### src/shared/qrsc_defs.vh
`ifndef QRSC_DEFS_VH
`define QRSC_DEFS_VH
// ----------------------------------------
// Register map (byte addresses)
// ----------------------------------------
`define QRSC_ADDR_CTRL        8'h00
`define QRSC_ADDR_STATUS      8'h04
`define QRSC_ADDR_UDCNT       8'h08
`define QRSC_ADDR_FOLDBACK    8'h0C
`define QRSC_ADDR_ZCCNT       8'h10
// ----------------------------------------
// Control fields
// ----------------------------------------
`define QRSC_CTRL_ENABLE_BIT  0
`define QRSC_CTRL_LATCHCLR_BIT 1
`define QRSC_CTRL_RESET       32'h00000000
`define QRSC_UDCNT_RESET      3'h1
`define QRSC_UDCNT_MIN        3'h1
`define QRSC_UDCNT_MAX        3'h7
`define QRSC_XING_MAX         3'h7
// ----------------------------------------
// Status fields
// ----------------------------------------
`define QRSC_ST_GATE_BIT      0
`define QRSC_ST_BURST_BIT     1
`define QRSC_ST_BIAS_BIT      2
`define QRSC_ST_LATCH_BIT     3
// ----------------------------------------
// Timing, in ns, and cycles at 20 ns
// ----------------------------------------
`define QRSC_CLK_NS           20
`define QRSC_RS_LONG_NS       25000
`define QRSC_RS_SHORT_NS      2500
`define QRSC_OFFMAX_NS        50000
`define QRSC_LEB_NS           220
`define QRSC_ONMAX_NS         25000
`define QRSC_SW_BLANK_NS      200
`define QRSC_BEB_NS           20000000
`define QRSC_BURST_PER_NS     19231
`define QRSC_CEIL(t)          (((t) + `QRSC_CLK_NS - 1) / `QRSC_CLK_NS)
`define QRSC_FLOOR(t)         ((t) / `QRSC_CLK_NS)
`endif

### src/qrsc_top.v
// Summary of operation
// - Outside burst, gate stays low for the whole ringing suppression interval after turn-off.
// - Long suppression interval when valley sense below threshold, short otherwise.
// - After suppression, turn on when valley count reaches up/down counter value.
// - Turn on after maximum off time regardless of counts.
// - Normal mode: scaled sense above feedback turns gate off.
// - Scaled sense equals sense times 3.3 plus 0.7; comparator is analog.
// - Switch-off comparator ignored during leading edge blanking after turn-on.
// - Gate forced off after maximum on time.
// - Peak current limit comparator turns gate off every cycle outside burst.
// - Peak limit comparator also masked during leading edge blanking.
// - Short-winding detect accepted only after persisting through its blank time.
// - Current limit lowered by offset from excess valley-pin current.
// - Burst entry after feedback low and counter at 7 for entry blank time.
// - In burst with switching idle, feedback above upper threshold restarts bias.
// - In burst, turn-on comes from fixed 52 kHz timer.
// - In burst, turn-off at burst sense limit or 50 percent duty.
// - In burst, feedback at lower threshold stops bias and switching.
// - Feedback above exit threshold leaves burst, foldback offset applies again, counter set to 1.
// - Short-winding detection while gate on latches the device off.
// - Up/down counter stays within 1 to 7; outside moves ignored.
// - Valley count increments per falling crossing, saturates at 7, clears at turn-on.
//
// The AXI4-Lite interface to the registers and the address map were left to the implementer.
`timescale 1ns/100ps
`include "qrsc_defs.vh"

module qrsc_top #(
  parameter BEB_CYCLES    = `QRSC_FLOOR(`QRSC_BEB_NS),
  parameter RS_LONG_CYC   = `QRSC_CEIL(`QRSC_RS_LONG_NS),
  parameter RS_SHORT_CYC  = `QRSC_CEIL(`QRSC_RS_SHORT_NS),
  parameter OFFMAX_CYC    = `QRSC_FLOOR(`QRSC_OFFMAX_NS),
  parameter LEB_CYC       = `QRSC_CEIL(`QRSC_LEB_NS),
  parameter ONMAX_CYC     = `QRSC_FLOOR(`QRSC_ONMAX_NS),
  parameter SWB_CYC       = `QRSC_CEIL(`QRSC_SW_BLANK_NS),
  parameter BURST_PER_CYC = `QRSC_FLOOR(`QRSC_BURST_PER_NS)
) (
  input  wire        CLK_IN,
  input  wire        RESET_IN,
  // Comparator results from the analog front end
  input  wire        SENSE_ABOVE_FB_IN,       // Scaled sense above feedback
  input  wire        SENSE_ABOVE_LIMIT_IN,    // Sense above line-dependent peak limit
  input  wire        SENSE_ABOVE_SW_IN,       // Sense above short-winding threshold
  input  wire        SENSE_ABOVE_BURST_IN,    // Sense above burst sense limit
  input  wire        VALLEY_ABOVE_XING_IN,    // Valley sense above 100 mV crossing level
  input  wire        VALLEY_ABOVE_RS_IN,      // Valley sense above ringing select threshold
  input  wire        FB_BELOW_ENTRY_IN,       // Feedback below burst entry threshold
  input  wire        FB_ABOVE_UPPER_IN,       // Feedback above burst upper threshold
  input  wire        FB_BELOW_LOWER_IN,       // Feedback at or below burst lower threshold
  input  wire        FB_ABOVE_EXIT_IN,        // Feedback above burst exit threshold
  // AXI4-Lite slave
  input  wire [7:0]  S_AXI_AWADDR,
  input  wire        S_AXI_AWVALID,
  output wire        S_AXI_AWREADY,
  input  wire [31:0] S_AXI_WDATA,
  input  wire [3:0]  S_AXI_WSTRB,
  input  wire        S_AXI_WVALID,
  output wire        S_AXI_WREADY,
  output wire [1:0]  S_AXI_BRESP,
  output wire        S_AXI_BVALID,
  input  wire        S_AXI_BREADY,
  input  wire [7:0]  S_AXI_ARADDR,
  input  wire        S_AXI_ARVALID,
  output wire        S_AXI_ARREADY,
  output wire [31:0] S_AXI_RDATA,
  output wire [1:0]  S_AXI_RRESP,
  output wire        S_AXI_RVALID,
  input  wire        S_AXI_RREADY,
  // Outputs
  output wire        GATE_OUT,
  output wire        BURST_OUT,
  output wire        BIAS_OUT,
  output wire        LATCH_OFF_OUT,
  output wire [7:0]  FOLDBACK_OFFSET_OUT
);

  // ----------------------------------------
  // Input synchronisers
  // ----------------------------------------
  localparam NIN = 10;
  wire [NIN-1:0] raw_in = {FB_ABOVE_EXIT_IN, FB_BELOW_LOWER_IN, FB_ABOVE_UPPER_IN,
                           FB_BELOW_ENTRY_IN, VALLEY_ABOVE_RS_IN, VALLEY_ABOVE_XING_IN,
                           SENSE_ABOVE_BURST_IN, SENSE_ABOVE_SW_IN, SENSE_ABOVE_LIMIT_IN,
                           SENSE_ABOVE_FB_IN};
  wire [NIN-1:0] sync_in;
  genvar gi;
  generate
    for (gi = 0; gi < NIN; gi = gi + 1) begin : g_sync
      reg s1_q;
      reg s2_q;
      // Two stages; only the second stage is used by the logic
      always @(posedge CLK_IN) begin
        if (RESET_IN) begin
          s1_q <= 1'b0;
          s2_q <= 1'b0;
        end else begin
          s1_q <= raw_in[gi];
          s2_q <= s1_q;
        end
      end
      assign sync_in[gi] = s2_q;
    end
  endgenerate

  wire cmp_fb     = sync_in[0];
  wire cmp_limit  = sync_in[1];
  wire cmp_sw     = sync_in[2];
  wire cmp_burst  = sync_in[3];
  wire xing_above = sync_in[4];
  wire rs_above   = sync_in[5];
  wire fb_entry   = sync_in[6];
  wire fb_upper   = sync_in[7];
  wire fb_lower   = sync_in[8];
  wire fb_exit    = sync_in[9];

  // ----------------------------------------
  // Register file
  // ----------------------------------------
  reg  [31:0] ctrl_q;
  reg  [2:0]  udcnt_q;
  reg  [7:0]  fold_q;
  reg  [2:0]  zccnt_q;
  reg         gate_q;
  reg         burst_q;
  reg         bias_q;
  reg         latch_q;
  wire        enable = ctrl_q[`QRSC_CTRL_ENABLE_BIT];

  reg         aw_hold_q;
  reg  [7:0]  aw_addr_q;
  reg         w_hold_q;
  reg  [31:0] w_data_q;
  reg  [3:0]  w_strb_q;
  reg         bvalid_q;
  reg  [1:0]  bresp_q;
  reg         rvalid_q;
  reg  [31:0] rdata_q;
  reg  [1:0]  rresp_q;

  assign S_AXI_AWREADY = ~aw_hold_q & ~bvalid_q;
  assign S_AXI_WREADY  = ~w_hold_q & ~bvalid_q;
  assign S_AXI_BVALID  = bvalid_q;
  assign S_AXI_BRESP   = bresp_q;
  assign S_AXI_ARREADY = ~rvalid_q;
  assign S_AXI_RVALID  = rvalid_q;
  assign S_AXI_RDATA   = rdata_q;
  assign S_AXI_RRESP   = rresp_q;

  wire        wr_fire = aw_hold_q & w_hold_q & ~bvalid_q;
  wire        wr_ctrl = wr_fire & (aw_addr_q == `QRSC_ADDR_CTRL);
  wire        wr_ud   = wr_fire & (aw_addr_q == `QRSC_ADDR_UDCNT) & w_strb_q[0];
  wire        wr_fold = wr_fire & (aw_addr_q == `QRSC_ADDR_FOLDBACK) & w_strb_q[0];
  wire        wr_map  = (aw_addr_q == `QRSC_ADDR_CTRL) | (aw_addr_q == `QRSC_ADDR_UDCNT) |
                        (aw_addr_q == `QRSC_ADDR_FOLDBACK);
  wire        latch_clr = wr_ctrl & w_strb_q[0] & w_data_q[`QRSC_CTRL_LATCHCLR_BIT];
  integer     bi;

  // Write channel: address and data captured independently, response after both
  always @(posedge CLK_IN) begin
    if (RESET_IN) begin
      aw_hold_q <= 1'b0;
      aw_addr_q <= 8'h00;
      w_hold_q  <= 1'b0;
      w_data_q  <= 32'h00000000;
      w_strb_q  <= 4'h0;
      bvalid_q  <= 1'b0;
      bresp_q   <= 2'h0;
      ctrl_q    <= `QRSC_CTRL_RESET;
      fold_q    <= 8'h00;
    end else begin
      if (S_AXI_AWVALID & S_AXI_AWREADY) begin
        aw_hold_q <= 1'b1;
        aw_addr_q <= {S_AXI_AWADDR[7:2], 2'h0};
      end
      if (S_AXI_WVALID & S_AXI_WREADY) begin
        w_hold_q <= 1'b1;
        w_data_q <= S_AXI_WDATA;
        w_strb_q <= S_AXI_WSTRB;
      end
      if (wr_fire) begin
        aw_hold_q <= 1'b0;
        w_hold_q  <= 1'b0;
        bvalid_q  <= 1'b1;
        bresp_q   <= wr_map ? 2'h0 : 2'h3;   // DECERR on unmapped
      end else if (bvalid_q & S_AXI_BREADY) begin
        bvalid_q <= 1'b0;
      end
      if (wr_ctrl) begin
        for (bi = 0; bi < 4; bi = bi + 1) begin
          if (w_strb_q[bi]) begin
            ctrl_q[bi*8 +: 8] <= w_data_q[bi*8 +: 8];
          end
        end
        ctrl_q[`QRSC_CTRL_LATCHCLR_BIT] <= 1'b0; // Self-clearing action bit
      end
      // Offset stands for excess valley-pin current, computed digitally upstream
      if (wr_fold) begin
        fold_q <= w_data_q[7:0];
      end
    end
  end

  // Read channel: one cycle to answer
  always @(posedge CLK_IN) begin
    if (RESET_IN) begin
      rvalid_q <= 1'b0;
      rdata_q  <= 32'h00000000;
      rresp_q  <= 2'h0;
    end else if (S_AXI_ARVALID & S_AXI_ARREADY) begin
      rvalid_q <= 1'b1;
      rresp_q  <= 2'h0;
      case ({S_AXI_ARADDR[7:2], 2'h0})
        `QRSC_ADDR_CTRL:     rdata_q <= ctrl_q;
        `QRSC_ADDR_STATUS:   rdata_q <= {28'h0000000, latch_q, bias_q, burst_q, gate_q};
        `QRSC_ADDR_UDCNT:    rdata_q <= {29'h0000000, udcnt_q};
        `QRSC_ADDR_FOLDBACK: rdata_q <= {24'h000000, fold_q};
        `QRSC_ADDR_ZCCNT:    rdata_q <= {29'h0000000, zccnt_q};
        default: begin
          rdata_q <= 32'h00000000;
          rresp_q <= 2'h3;
        end
      endcase
    end else if (rvalid_q & S_AXI_RREADY) begin
      rvalid_q <= 1'b0;
    end
  end

  // ----------------------------------------
  // Switching timers
  // ----------------------------------------
  reg  [31:0] off_cnt_q;
  reg  [31:0] on_cnt_q;
  reg  [31:0] rs_len_q;
  reg  [31:0] sw_cnt_q;
  reg  [31:0] beb_cnt_q;
  reg  [31:0] per_cnt_q;
  reg         xing_prev_q;

  wire        rs_done   = off_cnt_q >= rs_len_q;
  wire        off_max   = off_cnt_q >= OFFMAX_CYC;
  wire        leb_done  = on_cnt_q >= LEB_CYC;
  wire        on_max    = on_cnt_q >= ONMAX_CYC;
  wire        sw_hit    = gate_q & cmp_sw & (sw_cnt_q >= SWB_CYC - 1);
  wire        burst_tick = per_cnt_q >= BURST_PER_CYC - 1;
  wire        xing_fall = xing_prev_q & ~xing_above;

  // Turn-on and turn-off decisions; any off cause wins
  wire normal_on  = rs_done & ((zccnt_q >= udcnt_q) | off_max);
  wire normal_off = leb_done & (cmp_fb | cmp_limit);
  wire burst_off  = leb_done & cmp_burst;
  wire duty_off   = on_cnt_q >= (BURST_PER_CYC / 2);
  wire turn_off   = gate_q & (on_max | (burst_q ? (burst_off | duty_off)
                                                : normal_off));
  // Burst entry waits for the gate to be low, so no pulse runs with bias off
  wire entry_cond = fb_entry & (udcnt_q == `QRSC_UDCNT_MAX);
  wire burst_set  = ~burst_q & ~gate_q & entry_cond & (beb_cnt_q >= BEB_CYCLES - 1);
  // Low feedback blocks the burst timer, so bias never drops under a new pulse
  wire turn_on    = ~gate_q & enable & ~latch_q & ~burst_set &
                    (burst_q ? (bias_q & ~fb_lower & burst_tick) : normal_on);

  // Gate flip-flop and its on/off counters
  always @(posedge CLK_IN) begin
    if (RESET_IN) begin
      gate_q    <= 1'b0;
      on_cnt_q  <= 32'h00000000;
      off_cnt_q <= 32'h00000000;
      rs_len_q  <= 32'h00000000;
    end else if (gate_q) begin
      on_cnt_q <= on_cnt_q + 32'h00000001;
      if (turn_off | sw_hit | latch_q | ~enable) begin
        gate_q    <= 1'b0;
        off_cnt_q <= 32'h00000000;
        rs_len_q  <= rs_above ? RS_SHORT_CYC : RS_LONG_CYC;
      end
    end else begin
      if (~rs_done | ~off_max) begin
        off_cnt_q <= off_cnt_q + 32'h00000001;
      end
      if (turn_on) begin
        gate_q   <= 1'b1;
        on_cnt_q <= 32'h00000000;
      end
    end
  end

  // Valley crossing counter and short-winding persistence
  always @(posedge CLK_IN) begin
    if (RESET_IN) begin
      zccnt_q   <= 3'h0;
      xing_prev_q <= 1'b0;
      sw_cnt_q  <= 32'h00000000;
    end else begin
      xing_prev_q <= xing_above;
      if (gate_q) begin
        zccnt_q <= 3'h0;
      end else if (xing_fall & (zccnt_q != `QRSC_XING_MAX)) begin
        zccnt_q <= zccnt_q + 3'h1;
      end
      sw_cnt_q <= (gate_q & cmp_sw) ? sw_cnt_q + 32'h00000001 : 32'h00000000;
    end
  end

  // Latch-off; a new detection beats a software clear in the same cycle
  always @(posedge CLK_IN) begin
    if (RESET_IN) begin
      latch_q <= 1'b0;
    end else if (sw_hit) begin
      latch_q <= 1'b1;
    end else if (latch_clr) begin
      latch_q <= 1'b0;
    end
  end

  // ----------------------------------------
  // Burst mode and up/down counter
  // ----------------------------------------
  always @(posedge CLK_IN) begin
    if (RESET_IN) begin
      burst_q   <= 1'b0;
      bias_q    <= 1'b1;
      beb_cnt_q <= 32'h00000000;
      per_cnt_q <= 32'h00000000;
      udcnt_q   <= `QRSC_UDCNT_RESET;
    end else begin
      per_cnt_q <= (burst_tick | ~burst_q) ? 32'h00000000 : per_cnt_q + 32'h00000001;
      beb_cnt_q <= (entry_cond & ~burst_q) ? beb_cnt_q + 32'h00000001 : 32'h00000000;
      if (burst_q & fb_exit) begin
        burst_q <= 1'b0;
        bias_q  <= 1'b1;
        udcnt_q <= `QRSC_UDCNT_MIN;
      end else if (burst_q) begin
        if (~bias_q & fb_upper) begin
          bias_q <= 1'b1;
        end else if (bias_q & fb_lower & ~gate_q) begin
          bias_q <= 1'b0;
        end
      end else if (burst_set) begin
        burst_q <= 1'b1;
        bias_q  <= 1'b0;
      end else if (wr_ud) begin
        // Out-of-range values are ignored
        if ((w_data_q[2:0] >= `QRSC_UDCNT_MIN) & (w_data_q[31:3] == 29'h0000000)) begin
          udcnt_q <= w_data_q[2:0];
        end
      end
    end
  end

  // ----------------------------------------
  // Outputs
  // ----------------------------------------
  assign GATE_OUT            = gate_q;
  assign BURST_OUT           = burst_q;
  assign BIAS_OUT            = bias_q;
  assign LATCH_OFF_OUT       = latch_q;
  // Full limit held in burst: offset only applies outside burst
  assign FOLDBACK_OFFSET_OUT = burst_q ? 8'h00 : fold_q;

endmodule // qrsc_top

### config.mk
export PLATFORM = sky130hd
export DESIGN_NAME = qrsc_top
export DESIGN_NICKNAME = d
export VERILOG_FILES = /design/src/qrsc_top.v
export VERILOG_INCLUDE_DIRS = /design/src /design/src/shared
export SDC_FILE = /design/constraint.sdc
export NUM_CORES = 1
export LEC_CHECK = 0
export BUFFER_PORTS_ARGS = -buffer_cell sky130_fd_sc_hd__buf_2
export CAP_MARGIN = 20
export CORE_MARGIN = 1
export CORE_UTILIZATION = 59
export DETAILED_ROUTE_END_ITERATION = 8
export PLACE_DENSITY_LB_ADDON = 0.05
export SYNTH_ARGS = -nofsm -noshare
export SYNTH_HDL_FRONTEND = slang
export SYNTH_SLANG_ARGS = --single-unit
### constraint.sdc
create_clock -name CLK_IN -period 2.7 [get_ports CLK_IN]
set_input_delay 0.405 -clock CLK_IN [delete_from_list [all_inputs] [get_ports CLK_IN]]
set_output_delay 0.405 -clock CLK_IN [all_outputs]
set_load 0.05 [all_outputs]
==> results of run 1 <==
## through the flow
| stage | total power, W | area [um^2] |
|---|---|---|
| floorplan | 0.00516 | 12700 |
| global placement | 0.00531 | 13600 |
| detailed placement | 0.00532 | 13600 |
| CTS | 0.00994 | 14800 |
| global route | 0.0102 | 14800 |
| finish | 0.00987 | 14800 |
## worst max-delay path, delay by kind of cell, from the launching register on
kind / cells / cell delay, ns
flip-flops: 1 / 0.38
adder cells (fa/ha/maj): 1 / 0.28
AND/OR/NAND/NOR: 2 / 0.26
AO/OA/AOI/OAI: 5 / 1.27
buffers and inverters: 2 / 0.26
## synthesized netlist by cell type (3+ instances only)
cell | n | area (um^2)
a211oi_1 | 4 | 30.0
a21o_1 | 4 | 30.0
a21oi_1 | 91 | 455
a221oi_1 | 3 | 26.3
a22oi_1 | 30 | 225
a31oi_1 | 10 | 62.6
a41oi_1 | 3 | 26.3
and2_1 | 22 | 138
and3_1 | 35 | 219
and4_1 | 6 | 52.6
buf_1 | 5 | 18.8
buf_2 | 3 | 15.0
buf_4 | 3 | 22.5
clkbuf_1 | 52 | 195
dfxtp_1 | 313 | 6270
ha_1 | 24 | 300
inv_1 | 27 | 101
mux2i_1 | 21 | 210
nand2_1 | 174 | 653
nand2b_1 | 5 | 31.3
nand3_1 | 100 | 500
nand3b_1 | 3 | 22.5
nand4_1 | 28 | 175
nor2_1 | 175 | 657
nor2b_1 | 34 | 213
nor3_1 | 22 | 110
nor3b_1 | 5 | 37.5
nor4_1 | 38 | 238
nor4_2 | 4 | 50.1
o211ai_1 | 8 | 60.1
o21ai_0 | 38 | 190
o21ai_1 | 4 | 20.0
or3_1 | 24 | 150
or4_1 | 12 | 90.1
xnor2_1 | 25 | 219
xor2_1 | 52 | 455
## routing by layer
layer  track usage (%)  up-vias
li1                  -     5289
met1              36.1     4898
met2              39.8      252
met3              4.36       52
met4              8.14        2
met5                 0        -
## worst max-delay path by stage
stage	to	slack (ns)	depth (start not counted)
detailed placement	on_cnt_q[31]$_SDFFE_PP0P_	0.08	10
CTS	on_cnt_q[31]$_SDFFE_PP0P_	0.06	10
finish	on_cnt_q[31]$_SDFFE_PP0P_	0.18	10
floorplan	off_cnt_q[9]$_SDFFE_PP0P_	0.26	8
global placement	on_cnt_q[31]$_SDFFE_PP0P_	0.15	10
global route	on_cnt_q[10]$_SDFFE_PP0P_	0.05	10
## cell families after synthesis
kind of cell,synth area share (%)
xor+xnor,5.34
simple gates,27.5
other cells,0.0297
fa+ha+maj,2.38
mux,1.75
compound gates,10.5
buf+inv,2.91
flops,49.6
## cell type report
class	count	area [um^2]	area share, %
timing repair buffer	140	802	5.43
multi-input combinational	1059	6110	41.3
tap	275	344	2.33
sequential	313	6270	42.4
clock buffer	55	1090	7.40
clock inverter	7	60.1	0.406
inverter	28	105	0.711
## flip-flops by register name (all words and copies together) (netlist names), 4 cells and up
signal	flops
S_AXI_RDATA	32
fold_q	8
beb_cnt_q	32
off_cnt_q	32
w_data_q	32
sw_cnt_q	32
aw_addr_q	6
per_cnt_q	32
w_strb_q	4
on_cnt_q	32
ctrl_q	31
g_sync.s1_q	10
## report_power, final
| part | switching (W) | internal [W] |
|---|---|---|
| Clock | 0.00178 | 0.00287 |
| Combinational | 0.000287 | 0.000148 |
| Sequential | 0.0000747 | 0.00471 |
## repair_timing
| action | in CTS | in global routing |
|---|---|---|
| endpoints found under the hold margin | 0 | 0 |
| endpoints found under the setup margin | 0 | 17 |
| gates resized for setup | 0 | 2 |
| hold buffers | 0 | 0 |
==> run summary, run 1 <==
The horizontal extent of the die came out at ~150 um. Counting along the longest clock path gives a buffer depth of 3. The total number of vias is 10,500. For this design the static power due to leakage is 5.74 nW.

The fraction of final layout cells with drive strength greater than 1 came out at between 10% and 20%. The total core area is roughly 0.021 mm^2. The number of DRC violations after detailed routing is 0. After clock tree synthesis, the setup repair step added 0 buffers. In this run, distinct cell masters in the synthesized netlist total 66. The number of cells after detailed placement came out at 1,815.

The worst-path maximum fanout came out at 12. The number of warnings printed during yosys synthesis came out at 0. The detailed router used layers up to and including met5. The maximum number of pins on one net before global-route repair came out at between 100 and 150. Along the worst hold path, the cell count comes to 2.

The detailed router put a total of 13.7 mm of wire on met1. Setup repair after global routing left no endpoint under its margin. The critical path starts at off_cnt_q[0]$_SDFFE_PP0P_. The number of DRC markers in iteration 0 came out at 477.

The final layout contains 1,669 nets. Walking the worst path, the cells encountered are inv_1 > ha_1 > nand2b_1 > a21o_1 > a211oi_1 > o311ai_1 > a2111oi_4 > nor2_2 > buf_12 > o31ai_1. At the worst endpoint, the arrival time is between 2 and 3 ns. The initial utilization of the core area, before any placement, comes to approximately three fifths. STA classifies the critical path startpoint as a flip-flop. The layout overhead on the synthesized area is 17.0%. In this run the power density over the cells is 667 mW/mm^2. Among all flip-flop cells after synthesis, the most frequent one is dfxtp_1.

The routed design uses 12.3 mm of met2 wire. The critical path class is reg -> reg. The headroom to the max-slew limit is approximately 50%. The CTS buffer count came out at 34. The number of diodes added for antenna fixing is 0. The number of iterations in the first detailed-routing pass is 5. For this design, the slowest cell found on the critical path is a2111oi_4. In the layout the commonest cells are 313 x dfxtp_1, 175 x nor2_1, 174 x nand2_1. The number of antenna violations at the first check in global routing came out at 2. The congestion estimate from routability-driven global placement came to 0.826. The maximum operating frequency came out at 397 MHz. The number of cells traversed by the worst register-to-register path is 10. The number of max-cap violations is 0. The peak per-stage delay on the critical path is between 0.4 and 0.5 ns. The tree is rooted in a clkbuf_16.

The run finished with clean final reports. Yosys mapped a number of flops with a built-in enable equal to 0. The fraction of synthesis flops using an asynchronous set or reset pin came out at 0%. In the detailed route, the total length drawn on met3 is 1.40 mm. The terminating pin of the worst hold path is S_AXI_RVALID$_SDFFE_PP0P_. The total wire length after detailed routing came out at 28.1 mm. The worst setup slack for register-to-register paths came out at approximately 0.18 ns. The core utilization of the finished layout came out at a little over two thirds. The residual antenna-violating net count after detailed routing came out at 0. The total overflow reported by the global router came out at 0. The endpoint identified for the worst register-to-register timing path is on_cnt_q[31]$_SDFFE_PP0P_. The count of port buffers added during placement is around 120. The worst reg2reg path startpoint is off_cnt_q[0]$_SDFFE_PP0P_. The most common cell after layout, fill and taps aside is dfxtp_1.

Across every metal layer, demand over resource in global routing totals between 20% and 30%. Across the VDD grid, the largest voltage drop is 0.605 mV. The count of pins over their slew limit is 0.

The later-pin clock latency in the skew report is 0.50 ns. The final clock period utilization by the worst path is between 90% and 100%. The post-synthesis average cell area came out at between 8 and 9 um^2.

The clock sink count is 313. The average routed wire per standard cell is 15.0 um. Summing every instance area after synthesis gives 0.0126 mm^2. The number of filler instances in the final layout is between 1,500 and 2,000. The number of I/O pins came out at 122. The clock-pin slew reported for the worst setup and hold paths after clock tree synthesis is 0.06 ns. The final worst setup slack is 0.181 ns.

The sequential area share after synthesis came out at 49.6%. The final worst hold slack came out at about 0.089 ns. From bottom edge to top edge, the die measures 148 um. The actual transition at the worst max-transition pin is 0.749 ns. TritonCTS built the clock tree.

The die covers 0.0220 mm^2. The class of the worst hold path is in -> reg. The first-pass GRT wire length came out at 46.1 mm. Counting flops and latches in the post-synthesis netlist gives 313.

The minimum setup slack after placement came out at just over 0.08 ns. The final clock skew came out at 0.00963 ns. The final number of hold-violating endpoints is 0. Excluding fillers, the count of instances in the completed layout stands at 1,877. The half-perimeter wire length after placement came out at 18.8 mm. The per-cell via count in the routed design came out at 5.59.

The via count of the first global-routing pass was 9,594. The data required time of the critical path is 3.11 ns. STA classifies the critical path endpoint as a flip-flop. Setup violations remaining at the end of the flow were counted as 0. CTS built an H-tree with a depth of 2. The site row count is 53. The clock period minus final worst setup slack came out at around 2.5 ns. The worst hold path begins at S_AXI_RREADY.

The cell count after synthesis is 1,443. The final total negative setup slack came out at 0 ns.
No activity file was read; power rests on OpenSTA's default activity.
==> run 2, diff against run 1 <==
==> constraint.sdc (replaced) <==
create_clock -name CLK_IN -period 2.7 [get_ports CLK_IN]
set_input_delay 0.54 -clock CLK_IN [delete_from_list [all_inputs] [get_ports CLK_IN]]
set_output_delay 0.54 -clock CLK_IN [all_outputs]
set_load 0.05 [all_outputs]
==> run 2 against run 1 <==
Against the previous run: register-to-register slack lost 0.04 ns; final cell count is essentially flat; sequential power is essentially flat; core utilization shrank 0.15 points; combinational power grew 3%; flip-flop and latch count is the same; fmax shrank 1.6%; global-route usage grew 0.36 points; critical endpoint is now on_cnt_q[2]$_SDFFE_PP0P_; largest cell class unchanged.
==> run summary, run 2 (synthesized netlist as in run 1, its figures left out) <==
The flow ran to the end, and the final reports show no timing, DRC or antenna violations. The placed instance area came out at 0.0136 mm^2. The clock period minus final worst setup slack is 2.56 ns. The actual transition at the worst max-transition pin is between 0.7 and 0.8 ns. STA classifies the critical path startpoint as a flip-flop. The number of filler instances in the final layout is between 1,500 and 2,000. By startpoint and endpoint, the worst setup path is classified as reg -> reg.

The total core area came out at about 0.021 mm^2. The worst-path maximum fanout came out at 4. For the worst setup path, the data arrival time is 3.03 ns.

The number of DRC violations after detailed routing came out at 0. The number of cells traversed by the worst register-to-register path is 9. The final total negative setup slack is 0 ns. approximately 120 I/O pins were placed. On the final layout, the worst clock skew is around 0.012 ns. The vertical die dimension came out at 148 um.

The number of antenna violations at the first check in global routing is 1. Buffers placed on the I/O ports in this run total 117. The total power per unit cell area is roughly 670 mW/mm^2. The horizontal extent of the die came out at 148 um. The final weighted congestion in routability-driven placement came out at between 0.8 and 0.9. In this run the post-CTS setup repair buffer count came out at 0. The routed length on met1 came out at 13.6 mm.

The clock-pin slew reported for the worst setup and hold paths after clock tree synthesis came out at 0.06 ns. Of the available clock period, the critical path in the final layout requires 94.8%. The via count of the first global-routing pass came out at 9,748.

The total wire length after detailed routing came out at about 28 mm. In the layout the commonest cells are 313 x dfxtp_1, 175 x nor2_1, 174 x nand2_1. The floorplan step defined a die boundary enclosing 0.0220 mm^2. The layout overhead on the synthesized area came out at 16.8%. The type of destination of the critical path is a flip-flop.

The number of DRC markers in iteration 0 is ~650. The maximum clock insertion buffer count is 3. The maximum operating frequency came out at 391 MHz. The tool flagged a number of max-cap violations equal to 0. CTS saw between 300 and 400 sinks.

The final net count came out at 1,668. The fraction of final layout cells with drive strength greater than 1 is 13.9%. The later-pin clock latency in the skew report came out at between 0.5 and 0.6 ns. TritonCTS built the clock tree. For this run, the total global-route usage over all layers was measured as 25.9%. The residual antenna-violating net count after detailed routing is 0. For this run, the detailed router's first-pass iteration total came to 5. The per-cell via count in the routed design came out at 5.57.

The data required time of the critical path came out at 3.17 ns. In this run the core area contains 53 standard-cell rows. Setup violations remaining at the end of the flow were counted as 0.

The average routed wire per standard cell is 15.1 um. The count of cells in the finished layout, fillers not included, comes to around 1,900. Summed over all nets, wire length on met2 after detailed routing comes to 12.4 mm. The headroom to the max-slew limit is 51.2%. The static leakage power came out at about 5.7 nW.

The worst hold path stage count is 2. The count of pins over their slew limit is 0. The library cell used most frequently in the layout, excluding fill and tap cells, is dfxtp_1.

The first-pass GRT wire length came out at 47.3 mm. The clock tree root driver cell is clkbuf_16. The worst hold path belongs to the class in -> reg. Measured on the finished design, the core utilization comes to 70.2%.

The total overflow reported by the global router is 0. The half-perimeter wire length after placement is between 15 and 20 mm. The CTS buffer count came out at 31. Across the VDD grid, the largest voltage drop is between 0.6 and 0.7 mV. Once layout is done, the placed cells without fillers occupy 0.0147 mm^2. The final number of hold-violating endpoints came out at 0. The initial utilization of the core area, before any placement, comes to between 60% and 70%. Entering global routing, the biggest net connects 132 pins. After detailed routing, the met3 layer carries roughly 1.5 mm of wire. In this run the number of H-tree levels came out at 1. The number of placed instances, taps included, is 1,817.

The top routing layer in use is met4. The detailed router placed 10,400 vias in this run.
run 2: critical path: stages, from the launching register on:
cell       delay (ns)
dfxtp_1          0.38
inv_1            0.10
ha_1             0.29
nand2b_1         0.14
a21o_1           0.18
a211oi_1         0.23
o311ai_1         0.17
a2111oi_4        0.47
o21ai_0          0.24
a311oi_1         0.28
run 2: what timing repair did:
| action | 4_1_cts | 5_1_grt |
|---|---|---|
| hold buffers | 0 | 0 |
| setup endpoints to repair | 0 | 5 |
| gates resized for setup | 0 | 2 |
run 2: per-layer routing:
layer  vias up  global-route usage [%]
met5         -                       0
met4         0                    8.92
met3        62                    4.02
met1      4860                    37.0
met2       245                    39.8
li1       5278                       -
run 2: per-stage QoR:
step           power, W  hold slack (ns)  setup slack [ns]
3_5_place_dp    0.00532            0.425             0.117
2_1_floorplan   0.00516            0.414             0.264
5_1_grt          0.0101            0.159           -0.0218
3_3_place_gp    0.00531            0.417             0.204
6_report        0.00982            0.168             0.139
4_1_cts         0.00987            0.148             0.103
run 2: layout make-up:
class | instances | area (um^2) | area share, %
clock inverter | 18 | 228 | 1.54
timing repair buffer | 142 | 817 | 5.54
sequential | 313 | 6270 | 42.5
tap | 275 | 344 | 2.33
inverter | 28 | 105 | 0.713
clock buffer | 40 | 880 | 5.96
antenna | 1 | 2.50 | 0.0170
multi-input combinational | 1059 | 6110 | 41.4
run 2: worst paths after layout:
path                                             endpoint                      start  slack [ns]
worst min register to register          cmp_fb$_SDFF_PP0_  g_sync[0].s1_q$_SDFF_PP0_        0.44
worst max register to register   on_cnt_q[2]$_SDFFE_PP0P_  off_cnt_q[0]$_SDFFE_PP0P_        0.14
worst max-delay path             on_cnt_q[2]$_SDFFE_PP0P_  off_cnt_q[0]$_SDFFE_PP0P_        0.14
worst min-delay path            S_AXI_RVALID$_SDFFE_PP0P_               S_AXI_RREADY        0.17
run 2: report_power, final:
| group | switching, W | internal (W) | leakage, nW |
|---|---|---|---|
| combinational | 0.000294 | 0.000152 | 2.63 |
| clock | 0.00182 | 0.00277 | 0.550 |
| sequential | 0.0000719 | 0.00471 | 2.54 |
| total | 0.00218 | 0.00763 | 5.72 |
